==> src/shared/ext_osc_pkg.sv <==
//////////////////////////////////////////////////////////////////////////////
// Purpose: constants, types and helpers for the external oscillator control
// Assumes: 20 MHz core clock, APB register access with 32-bit data
// Notes:   register indices are word indices, byte address is index times 4
//
// Operation
// RULE1: both CMOS clock modes always read the valid flag as zero.
// RULE2: other modes: valid is 0 when unused or unstable, 1 when stable.
// RULE3: mode 00x is off, 010 CMOS clock, 011 CMOS clock divided by 2.
// RULE4: mode 100 is RC divided by 2, 101 is capacitor divided by 2.
// RULE5: mode 110 is crystal undivided, 111 is crystal divided by 2.
// RULE6: any divide-by-2 stage delivers a clock with 50% duty cycle.
// RULE7: unused bit 3 reads zero and writes to it are ignored.
// RULE8: software picks crystal mode and a range matching the crystal.
// RULE9: after enabling the crystal, hardware offers a pollable valid flag.
// RULE10: software sets both pins analog with output drivers disabled first.
// RULE11: software waits 1 ms, polls valid, then switches system clock.
// RULE12: software never switches to the oscillator before it is stable.
// RULE13: the range field picks frequency bands, e.g. 011 for 155-415 kHz.
// RULE14: writes to the valid bit are ignored; it clears on reset.
//////////////////////////////////////////////////////////////////////////////
package ext_osc_pkg;

   localparam logic [11:0] CTRL_INDEX       = 12'h0b1;
   localparam logic [11:0] IRQ_STATUS_INDEX = 12'h0b2;
   localparam logic [11:0] IRQ_MASK_INDEX   = 12'h0b3;
   localparam logic [11:0] CTRL_ADDR        = {CTRL_INDEX[9:0], 2'b00};
   localparam logic [11:0] IRQ_STATUS_ADDR  = {IRQ_STATUS_INDEX[9:0], 2'b00};
   localparam logic [11:0] IRQ_MASK_ADDR    = {IRQ_MASK_INDEX[9:0], 2'b00};

   localparam int          VALID_BIT   = 7;
   localparam int          MODE_LSB    = 4;
   localparam int          UNUSED_BIT  = 3;
   localparam int          FREQ_LSB    = 0;
   localparam logic [7:0]  CTRL_RESET  = 8'h00;

   localparam int          IRQ_W        = 2;
   localparam int          IRQ_VALID_UP = 0;
   localparam int          IRQ_VALID_DN = 1;
   localparam logic [1:0]  IRQ_RESET    = 2'h0;

   localparam int          CLK_PERIOD_NS = 50;
   localparam int          GAP_TIME_NS   = 100000;
   localparam logic [15:0] GAP_CYCLES    = 16'(GAP_TIME_NS / CLK_PERIOD_NS);
   localparam logic [15:0] STABLE_EDGES  = 16'h0400;

   typedef enum logic [2:0] {
      MODE_OFF       = 3'b000,
      MODE_CMOS      = 3'b010,
      MODE_CMOS_DIV2 = 3'b011,
      MODE_RC_DIV2   = 3'b100,
      MODE_CAP_DIV2  = 3'b101,
      MODE_XTAL      = 3'b110,
      MODE_XTAL_DIV2 = 3'b111
   } mode_t;

   typedef enum logic [1:0] {
      DET_IDLE   = 2'b00,
      DET_SETTLE = 2'b01,
      DET_STABLE = 2'b11
   } det_state_t;

   typedef struct packed {
      logic        psel;
      logic        penable;
      logic        pwrite;
      logic [11:0] paddr;
      logic [31:0] pwdata;
   } apb_req_t;

   typedef struct packed {
      logic [31:0] prdata;
      logic        pready;
      logic        pslverr;
   } apb_rsp_t;

   function automatic mode_t decode_mode(input logic [2:0] code);
      mode_t m;
      case (code)
         3'b010:  m = MODE_CMOS;
         3'b011:  m = MODE_CMOS_DIV2;
         3'b100:  m = MODE_RC_DIV2;
         3'b101:  m = MODE_CAP_DIV2;
         3'b110:  m = MODE_XTAL;
         3'b111:  m = MODE_XTAL_DIV2;
         default: m = MODE_OFF;
      endcase
      return m;
   endfunction : decode_mode

   function automatic logic is_cmos(input mode_t m);
      return (m == MODE_CMOS) || (m == MODE_CMOS_DIV2);
   endfunction : is_cmos

   function automatic logic is_divided(input mode_t m);
      return (m != MODE_OFF) && (m != MODE_CMOS) && (m != MODE_XTAL);
   endfunction : is_divided

   function automatic logic is_oscillating(input mode_t m);
      return (m != MODE_OFF) && !is_cmos(m);
   endfunction : is_oscillating

endpackage : ext_osc_pkg

==> src/hdl/osc_valid_detector.sv <==
//////////////////////////////////////////////////////////////////////////////
// Purpose: decides when the external oscillator is running and stable
// Assumes: pin rise pulses are synchronous one-cycle pulses
// Notes:   stable after a run of edges, each within the gap limit
//////////////////////////////////////////////////////////////////////////////
`timescale 1ns/1ps
module osc_valid_detector (
   input  wire logic core_clk_i,
   input  wire logic rst_n_i,
   input  wire logic enable_i,
   input  wire logic restart_i,
   input  wire logic pin_rise_i,
   output logic      valid_o
);
   import ext_osc_pkg::*;

   det_state_t  state_q;
   logic [15:0] gap_q;
   logic [15:0] edges_q;
   logic        gap_hit;

   assign gap_hit = (gap_q >= GAP_CYCLES);

   // a long gap restarts the count, so a stalled crystal drops valid
   always_ff @(posedge core_clk_i or negedge rst_n_i) begin
      if (!rst_n_i) begin
         state_q <= DET_IDLE;
         gap_q   <= 16'h0000;
         edges_q <= 16'h0000;
      end else if (!enable_i || restart_i) begin
         state_q <= DET_IDLE; // RULE9
         gap_q   <= 16'h0000;
         edges_q <= 16'h0000;
      end else begin
         gap_q <= pin_rise_i ? 16'h0000 : (gap_hit ? gap_q : gap_q + 16'h0001);
         case (state_q)
            DET_IDLE: begin
               edges_q <= 16'h0000;
               if (pin_rise_i) begin
                  state_q <= DET_SETTLE;
               end
            end
            DET_SETTLE: begin
               if (gap_hit) begin
                  state_q <= DET_IDLE;
               end else if (pin_rise_i) begin
                  edges_q <= edges_q + 16'h0001;
                  if (edges_q == STABLE_EDGES - 16'h0001) begin
                     state_q <= DET_STABLE; // RULE2
                  end
               end
            end
            DET_STABLE: begin
               if (gap_hit) begin
                  state_q <= DET_IDLE;
               end
            end
            default: state_q <= DET_IDLE;
         endcase
      end
   end

   assign valid_o = (state_q == DET_STABLE);
endmodule : osc_valid_detector

==> src/hdl/ext_clk_div.sv <==
//////////////////////////////////////////////////////////////////////////////
// Purpose: delivers the external clock, straight or halved
// Assumes: pin level and rise pulse are synchronous to the core clock
// Notes:   halving toggles on rising edges only, giving an even duty cycle
//////////////////////////////////////////////////////////////////////////////
`timescale 1ns/1ps
module ext_clk_div (
   input  wire logic core_clk_i,
   input  wire logic rst_n_i,
   input  wire logic enable_i,
   input  wire logic divide_i,
   input  wire logic pin_i,
   input  wire logic pin_rise_i,
   output logic      clk_o,
   output logic      tick_o
);
   logic clk_q;
   logic tick_q;

   always_ff @(posedge core_clk_i or negedge rst_n_i) begin
      if (!rst_n_i) begin
         clk_q  <= 1'b0;
         tick_q <= 1'b0;
      end else if (!enable_i) begin
         clk_q  <= 1'b0;
         tick_q <= 1'b0;
      end else if (divide_i) begin
         // toggling once per source period makes high and low equal
         clk_q  <= pin_rise_i ? !clk_q : clk_q; // RULE6
         tick_q <= pin_rise_i && !clk_q;
      end else begin
         clk_q  <= pin_i;
         tick_q <= pin_rise_i;
      end
   end

   assign clk_o  = clk_q;
   assign tick_o = tick_q;
endmodule : ext_clk_div

==> src/hdl/external_oscillator_control.sv <==
//////////////////////////////////////////////////////////////////////////////
// Purpose: control register, valid flag and clock delivery for the
//          external oscillator drive circuit
// Assumes: pin input is synchronous to the core clock; APB slave, no waits
// Notes:   analog drive and system clock switching live elsewhere
//////////////////////////////////////////////////////////////////////////////
//
// The APB register port was chosen for this implementation.
`timescale 1ns/1ps
module external_oscillator_control (
   input  wire logic                 core_clk_i,
   input  wire logic                 rst_n_i,
   input  wire ext_osc_pkg::apb_req_t apb_req_i,
   output ext_osc_pkg::apb_rsp_t     apb_rsp_o,
   input  wire logic                 osc_pin_input_i,
   output ext_osc_pkg::mode_t        ext_osc_mode_select_o,
   output logic [2:0]                ext_osc_freq_range_o,
   output logic                      osc_circuit_on_o,
   output logic                      ext_clk_o,
   output logic                      ext_clk_tick_o,
   output logic                      crystal_valid_poll_o,
   output logic                      irq_o
);
   import ext_osc_pkg::*;

   ///////////////////////////////////////////////////////////////////////////
   // declarations
   logic [2:0]       mode_code_q;
   logic [2:0]       freq_range_q;
   mode_t            mode;
   logic             pin_prev_q;
   logic             pin_rise;
   logic             det_valid;
   logic             det_restart;
   logic             ext_osc_valid_flag;
   logic             valid_prev_q;
   logic [IRQ_W-1:0] irq_status_q;
   logic [IRQ_W-1:0] irq_mask_q;
   logic [IRQ_W-1:0] irq_events;
   logic [31:0]      prdata_q;
   logic             pslverr_q;
   logic [31:0]      rd_value;
   logic             rd_mapped;
   logic             setup;
   logic             access;
   logic             wr_ctrl;
   logic             wr_status;
   logic             wr_mask;
   logic [7:0]       ctrl_view;

   ///////////////////////////////////////////////////////////////////////////
   // apb decode
   assign setup     = apb_req_i.psel && !apb_req_i.penable;
   assign access    = apb_req_i.psel && apb_req_i.penable;
   assign wr_ctrl   = access && apb_req_i.pwrite
                      && (apb_req_i.paddr == CTRL_ADDR);
   assign wr_status = access && apb_req_i.pwrite
                      && (apb_req_i.paddr == IRQ_STATUS_ADDR);
   assign wr_mask   = access && apb_req_i.pwrite
                      && (apb_req_i.paddr == IRQ_MASK_ADDR);

   ///////////////////////////////////////////////////////////////////////////
   // control register: mode and range are writable, bits 7 and 3 are not
   always_ff @(posedge core_clk_i or negedge rst_n_i) begin
      if (!rst_n_i) begin
         mode_code_q  <= CTRL_RESET[MODE_LSB +: 3];
         freq_range_q <= CTRL_RESET[FREQ_LSB +: 3];
      end else if (wr_ctrl) begin
         mode_code_q  <= apb_req_i.pwdata[MODE_LSB +: 3];
         freq_range_q <= apb_req_i.pwdata[FREQ_LSB +: 3]; // RULE8
      end
   end

   // RULE3 RULE4 RULE5
   assign mode = decode_mode(mode_code_q);

   // a new mode restarts stability tracking from scratch
   assign det_restart = wr_ctrl
                        && (apb_req_i.pwdata[MODE_LSB +: 3] != mode_code_q);

   ///////////////////////////////////////////////////////////////////////////
   // pin edge and valid detection
   always_ff @(posedge core_clk_i or negedge rst_n_i) begin
      if (!rst_n_i) begin
         pin_prev_q <= 1'b0;
      end else begin
         pin_prev_q <= osc_pin_input_i;
      end
   end

   assign pin_rise = osc_pin_input_i && !pin_prev_q;

   osc_valid_detector u_detector (
      .core_clk_i (core_clk_i),
      .rst_n_i    (rst_n_i),
      .enable_i   (is_oscillating(mode)),
      .restart_i  (det_restart),
      .pin_rise_i (pin_rise),
      .valid_o    (det_valid)
   );

   // cmos and off modes never report valid, whatever the pin does
   // RULE1 RULE2 RULE14
   assign ext_osc_valid_flag = det_valid && is_oscillating(mode);

   ///////////////////////////////////////////////////////////////////////////
   // clock delivery
   ext_clk_div u_divider (
      .core_clk_i (core_clk_i),
      .rst_n_i    (rst_n_i),
      .enable_i   (mode != MODE_OFF),
      .divide_i   (is_divided(mode)),
      .pin_i      (osc_pin_input_i),
      .pin_rise_i (pin_rise),
      .clk_o      (ext_clk_o),
      .tick_o     (ext_clk_tick_o)
   );

   ///////////////////////////////////////////////////////////////////////////
   // interrupts: valid gained and valid lost, write one to clear
   always_ff @(posedge core_clk_i or negedge rst_n_i) begin
      if (!rst_n_i) begin
         valid_prev_q <= 1'b0;
      end else begin
         valid_prev_q <= ext_osc_valid_flag;
      end
   end

   always_comb begin
      irq_events               = '0;
      irq_events[IRQ_VALID_UP] = ext_osc_valid_flag && !valid_prev_q;
      irq_events[IRQ_VALID_DN] = !ext_osc_valid_flag && valid_prev_q;
   end

   // set beats clear so an event landing on a clear write is kept
   always_ff @(posedge core_clk_i or negedge rst_n_i) begin
      if (!rst_n_i) begin
         irq_status_q <= IRQ_RESET;
      end else begin
         irq_status_q <= (irq_status_q
                          & ~(wr_status ? apb_req_i.pwdata[IRQ_W-1:0] : '0))
                         | irq_events;
      end
   end

   always_ff @(posedge core_clk_i or negedge rst_n_i) begin
      if (!rst_n_i) begin
         irq_mask_q <= IRQ_RESET;
      end else if (wr_mask) begin
         irq_mask_q <= apb_req_i.pwdata[IRQ_W-1:0];
      end
   end

   assign irq_o = |(irq_status_q & irq_mask_q);

   ///////////////////////////////////////////////////////////////////////////
   // read path, captured in the setup cycle and returned in the access cycle
   always_comb begin
      ctrl_view                   = '0;
      ctrl_view[VALID_BIT]        = ext_osc_valid_flag; // RULE14
      ctrl_view[MODE_LSB +: 3]    = mode_code_q;
      ctrl_view[UNUSED_BIT]       = 1'b0; // RULE7
      ctrl_view[FREQ_LSB +: 3]    = freq_range_q;
      rd_value  = 32'h0000_0000;
      rd_mapped = 1'b1;
      case (apb_req_i.paddr)
         CTRL_ADDR:       rd_value = {24'h00_0000, ctrl_view};
         IRQ_STATUS_ADDR: rd_value = {30'h0000_0000, irq_status_q};
         IRQ_MASK_ADDR:   rd_value = {30'h0000_0000, irq_mask_q};
         default:         rd_mapped = 1'b0;
      endcase
   end

   always_ff @(posedge core_clk_i or negedge rst_n_i) begin
      if (!rst_n_i) begin
         prdata_q  <= 32'h0000_0000;
         pslverr_q <= 1'b0;
      end else if (setup) begin
         prdata_q  <= apb_req_i.pwrite ? 32'h0000_0000 : rd_value;
         pslverr_q <= !rd_mapped;
      end
   end

   // unmapped addresses answer with an error and no side effect
   always_comb begin
      apb_rsp_o.prdata  = prdata_q;
      apb_rsp_o.pready  = access;
      apb_rsp_o.pslverr = access && pslverr_q;
   end

   ///////////////////////////////////////////////////////////////////////////
   // outputs
   assign ext_osc_mode_select_o = mode;
   assign ext_osc_freq_range_o  = freq_range_q;
   assign osc_circuit_on_o      = (mode != MODE_OFF);
   assign crystal_valid_poll_o  = ext_osc_valid_flag; // RULE9
endmodule : external_oscillator_control

==> config.mk <==
export PLATFORM = sky130hd
export DESIGN_NAME = external_oscillator_control
export DESIGN_NICKNAME = d
export VERILOG_FILES = /design/src/shared/ext_osc_pkg.sv /design/src/hdl/osc_valid_detector.sv /design/src/hdl/ext_clk_div.sv /design/src/hdl/external_oscillator_control.sv
export SDC_FILE = /design/constraint.sdc
export NUM_CORES = 1
export LEC_CHECK = 0
export BUFFER_PORTS_ARGS = -buffer_cell sky130_fd_sc_hd__buf_2
export CORE_MARGIN = 1
export CORE_UTILIZATION = 40
export CTS_BUF_LIST = sky130_fd_sc_hd__clkbuf_8 sky130_fd_sc_hd__clkbuf_16
export CTS_CLUSTER_SIZE = 25
export DETAILED_ROUTE_END_ITERATION = 12
export GPL_TIMING_DRIVEN = 1
export MAX_ROUTING_LAYER = met4
export PLACE_DENSITY = 0.79
export SLEW_MARGIN = 20
export SYNTH_ARGS = -nofsm -noshare
export SYNTH_HDL_FRONTEND = slang
export SYNTH_SLANG_ARGS = --single-unit
==> constraint.sdc <==
create_clock -name core_clk_i -period 2.05 [get_ports core_clk_i]
set_input_delay 0.41 -clock core_clk_i [delete_from_list [all_inputs] [get_ports core_clk_i]]
set_output_delay 0.41 -clock core_clk_i [all_outputs]
set_load 0.02 [all_outputs]
# Word-level counts from Yosys, hierarchy flattened
# Index checks and enable logic that the tools add are counted.
# classes
addsub	2
n_div	0
bitwise_logic	4
multipliers	0
n_eq_ne	25
n_mux	24
order_cmp	1
n_reduce_logical	33
shifts	0
# ops
op	count
$mux 16	6
$eq 12x10->1 const B	3
$add 16x1->16 const B	2
$mux 32	1
$pmux 16 s2	1
$pmux 8 s3	1
$pmux 3 s6	1
$eq 16x10->1 const B	1
$ge 16x11->1 const B	1
$logic_and 1x1->1	16
$mux 2	7
$eq 3x2->1 const B	4
$eq 3x3->1 const B	4
$ne 3x1->1 const B	3
$ne 3x3->1 const B	3
$logic_not 1->1	8
$ne 4x1->1 const B	2
$mux 1	6
$ne 3x2->1 const B	2
$pmux 2 s3	1
$reduce_bool 3->1	2
$and 2x2->2	2
$reduce_and 4->1	1
$ne 3x3->1	1
other kinds (9)	10
# totals
word_cells	102
out_inout_bits	45
ff_bits	81
latch_bits	0
mem_count	0
mem_bits_rw	0
romBits	0
in_bits	50

# Logic depth before layout (Yosys ltp)
# logic_depth
ltp_word	10
depth_mapped	8
depth_no_buf	6

# Cells and area by module
# A second synthesis with hierarchy kept.
# unflattened
hier_cells	313
area_unflattened_um2	3042.9
# modules_own_cells
mod	cells_each	area_per_inst_um2	n_inst
osc_valid_detector	187	1766.7	1
external_oscillator_control	119	1198.6	1
ext_clk_div	7	77.6	1

# Worst setup path before layout
# No wires, ideal clock.
# synth_timing
kind	reg2reg
from	register pin_prev_q
to	register u_detector.edges_q[9]
t_arrival_ns	1.846
stages_incl_launch_ff	6
path_slack_ns	0.131
required_ns	1.977
period_less_slack_ns	1.919
cell_sequence	dfrtp_1 > nor4b_4 > o211ai_2 > or3_4 > or4b_4 > a21oi_2
# synth_via
elab_chain_cells	4
# synth_rtl
item	line	rtl
from (decl)	external_oscillator_control.sv:31	logic pin_prev_q;
from (signal assigned)	external_oscillator_control.sv:87	pin_prev_q <= osc_pin_input_i;
$logic_not 1->1	external_oscillator_control.sv:91	assign pin_rise = osc_pin_input_i && !pin_prev_q;
$logic_and 1x1->1	external_oscillator_control.sv:91	
$ne 3x1->1 (no source line)	-	
$reduce_and 3->1 (no source line)	-	
to (signal assigned)	osc_valid_detector.sv:47	edges_q <= edges_q + 16'h0001;
to (decl)	osc_valid_detector.sv:19	logic [15:0] edges_q;
# No other way between the ends.
# A chain may end at the register's enable or synchronous reset.

# Worst setup path in the final report
# Same ends and word-level chain as after synthesis.

==> results.ini <==
[placement]
globalplace.congestion = 0.821
place_inst = 469
hpwl_um = 4660
port_buffers = 43

[cells_and_area]
num-fill-cells = 671
final_nets = 430
fin_cells = 477
synthToLayoutAreaGrowth_pct = 14.0
drive_above_1_share_pct = 24.1
layout.cells.most_common_list = dfrtp_1 (55), buf_2 (43), nand2_1 (26)
layout_commonest_cell = dfrtp_1
antenna_cells = 0

[cts]
htree_levels = 2
cts-hold-fix-buffers = 0
cts_buffers = 5
cts_resized = 0
clock_sinks = 56
cts_tree = yes
clock_latency_ns = 0.33
cts_setup_buffers = 0
ctsRootBufferMaster = clkbuf_8
clock_path_buffers = 2
clkTransAtPathRegs_ns = 0.11

[global_route]
antenna_found_initial = 0
grt_overflow = 0
grt_start_max_net_pins = 57
grt_pass1_vias = 2387
grt_use_total_pct = 17.0
grt_pass1_wl_um = 11000

[route]
first_pass_iters = 4
via_per_inst = 5.21
wl_um = 6310
drc = 0
wl_per_cell_um = 13.2
vias = 2486
drt_iter0_markers = 131
ant_nets = 0

[floorplanning]
floorplan.initialDensity_pct = 42.1
pin_count = 95
core_um2 = 7410
dieArea_um2 = 8160
die_w_um = 90.3
die_y_um = 90.3
fp-row-count = 31

[outcome]
outcome = finished, final reports clean

[logic_synthesis]
syn_area_um2 = 3120
synth_edf_count = 0
synth_cells = 323
ys_seq_area_share_pct = 44.9
syn_avg_cell_area_um2 = 9.66
ys_ff_latch = 56
async_flop_share_pct = 100
synth_flop_cell = dfrtp_1
ys.warnings.count = 0
ys_types = 54

[sta]
period_minus_slack_ns = 1.99
slew_viol_final = 0
hold_viol_final = 0
fin_setup_tns_ns = 0
whs_ns = 0.196
fmax_mhz = 503
maxSlewHeadroom_pct = 54.3
rsz0062_at_grt = no
clock_skew_ns = 0.0103
tightest_slew_ns = 0.686
finalCritPeriodShare_pct = 97.0
setup_viol = 0

[power_and_ir_drop]
p_leak_uw = 0.00171
p_per_area_nw_per_um2 = 720
ir_worst_vdd_mv = 0.229

[setup_path]
critPathArrivalTime_ns = 2.25
cp.required_ns = 2.31
critical_path_class = reg2reg
worstPathMaxFanout = 4
crit_path_start_kind = flop
crit_path_end_kind = flop

[min_path]
min_path_type = in2async

[job]
cap_violations = 0

## state kept, by name, indices dropped and copies added, names as in the netlist
name and cells:
ext_osc_freq_range_o 3, irq_mask_q 2, irq_status_q 2, mode_code_q 3
pin_prev_q 1, prdata_q 7, pslverr_q 1, u_detector.edges_q 16
u_detector.gap_q 16, u_detector.state_q 2, u_divider.clk_o 1, u_divider.tick_o 1
valid_prev_q 1
## layout make-up
cell class	instances	area, um2	share of cell area, %
tap	99	124	3.48
clock inverter	3	28.8	0.809
multi-input combinational	239	1510	42.5
timing repair buffer	63	378	10.6
inverter	12	45.0	1.27
sequential	56	1400	39.4
clock buffer	5	68.8	1.93
## cells in the mapped netlist, types with 3 or more instances
| master | instances | area, um2 |
|---|---|---|
| dfrtp_1 | 56 | 1400 |
| clkbuf_1 | 9 | 33.8 |
| or3_1 | 3 | 18.8 |
| and3_1 | 6 | 37.5 |
| ha_1 | 3 | 37.5 |
| xor2_1 | 8 | 70.1 |
| a21oi_1 | 13 | 65.1 |
| nor2_1 | 22 | 82.6 |
| nand2b_1 | 4 | 25.0 |
| nor3_1 | 3 | 15.0 |
| a22o_1 | 9 | 78.8 |
| mux2i_1 | 3 | 30.0 |
| nand2_1 | 26 | 97.6 |
| a22oi_1 | 3 | 22.5 |
| nand3_1 | 10 | 50.1 |
| buf_4 | 26 | 195 |
| nand4_1 | 9 | 56.3 |
| a31oi_1 | 3 | 18.8 |
| or2_2 | 4 | 25.0 |
| o2bb2ai_1 | 7 | 61.3 |
| xnor2_1 | 3 | 26.3 |
| o21ai_0 | 12 | 60.1 |
| and4_1 | 4 | 35.0 |
| nor4_1 | 6 | 37.5 |
| mux2_2 | 7 | 78.8 |
| o21a_1 | 4 | 30.0 |
| inv_1 | 12 | 45.0 |
| and2_1 | 11 | 68.8 |
| nor4b_1 | 3 | 26.3 |
| buf_2 | 5 | 25.0 |
## critical path, stage by stage (launching register included)
cell	delay, ns
dfrtp_2	0.46
nor4b_4	0.32
o211ai_2	0.13
or3_4	0.41
or4b_4	0.49
a21oi_2	0.12
## per-stage QoR
stage | instance area, um2 | utilization [%] | power (uW) | worst slack [ns]
after floorplan | 3210 | - | 1780 | 0.131
after global placement | 3460 | 46.7 | 1880 | 0.0844
after detailed placement | 3460 | 46.7 | 1910 | 0.0178
after CTS | 3560 | 48.0 | 2580 | 0.0569
after global routing | 3560 | 48.0 | 2720 | 0.00331
final | 3560 | 48.0 | 2560 | 0.0623
## routing by layer
metal,up-vias,routed length (um),track usage (%)
met1,1207,2880,21.2
li1,1208,-,-
met4,0,78,5.11
met3,8,237,3.11
met5,-,0,-
met2,63,3110,28.1
## kinds of logic after synthesis
group / count (synthesis) / share of synthesized area [%]
simple gates: 122 / 22.1
compound gates: 68 / 15.6
buf+inv: 52 / 9.58
other cells: 1 / 0.120
fa+ha+maj: 3 / 1.20
flops: 56 / 44.9
mux: 10 / 3.49
xor+xnor: 11 / 3.09
## path summary, 6_finish.rpt
kind                         startpoint                 endpoint  slack [ns]  cells after the start
setup / recovery             pin_prev_q    u_detector.edges_q[9]        0.06                      5
hold / removal                  rst_n_i      u_detector.gap_q[2]        0.20                      2
setup reg to reg             pin_prev_q    u_detector.edges_q[9]        0.06                      5
hold reg to reg            valid_prev_q          irq_status_q[0]        0.45                      1
max in group asynchronous       rst_n_i               pin_prev_q        1.37                      2
min in group core_clk_i    apb_req_i[2]  ext_osc_freq_range_o[2]        0.31                      2
## where the power goes
group	switching, uW	total (uW)	internal, uW
sequential	185	1430	1240
combinational	246	463	216
clock	414	673	259
Note: power is estimated with default switching activity, not from simulation.
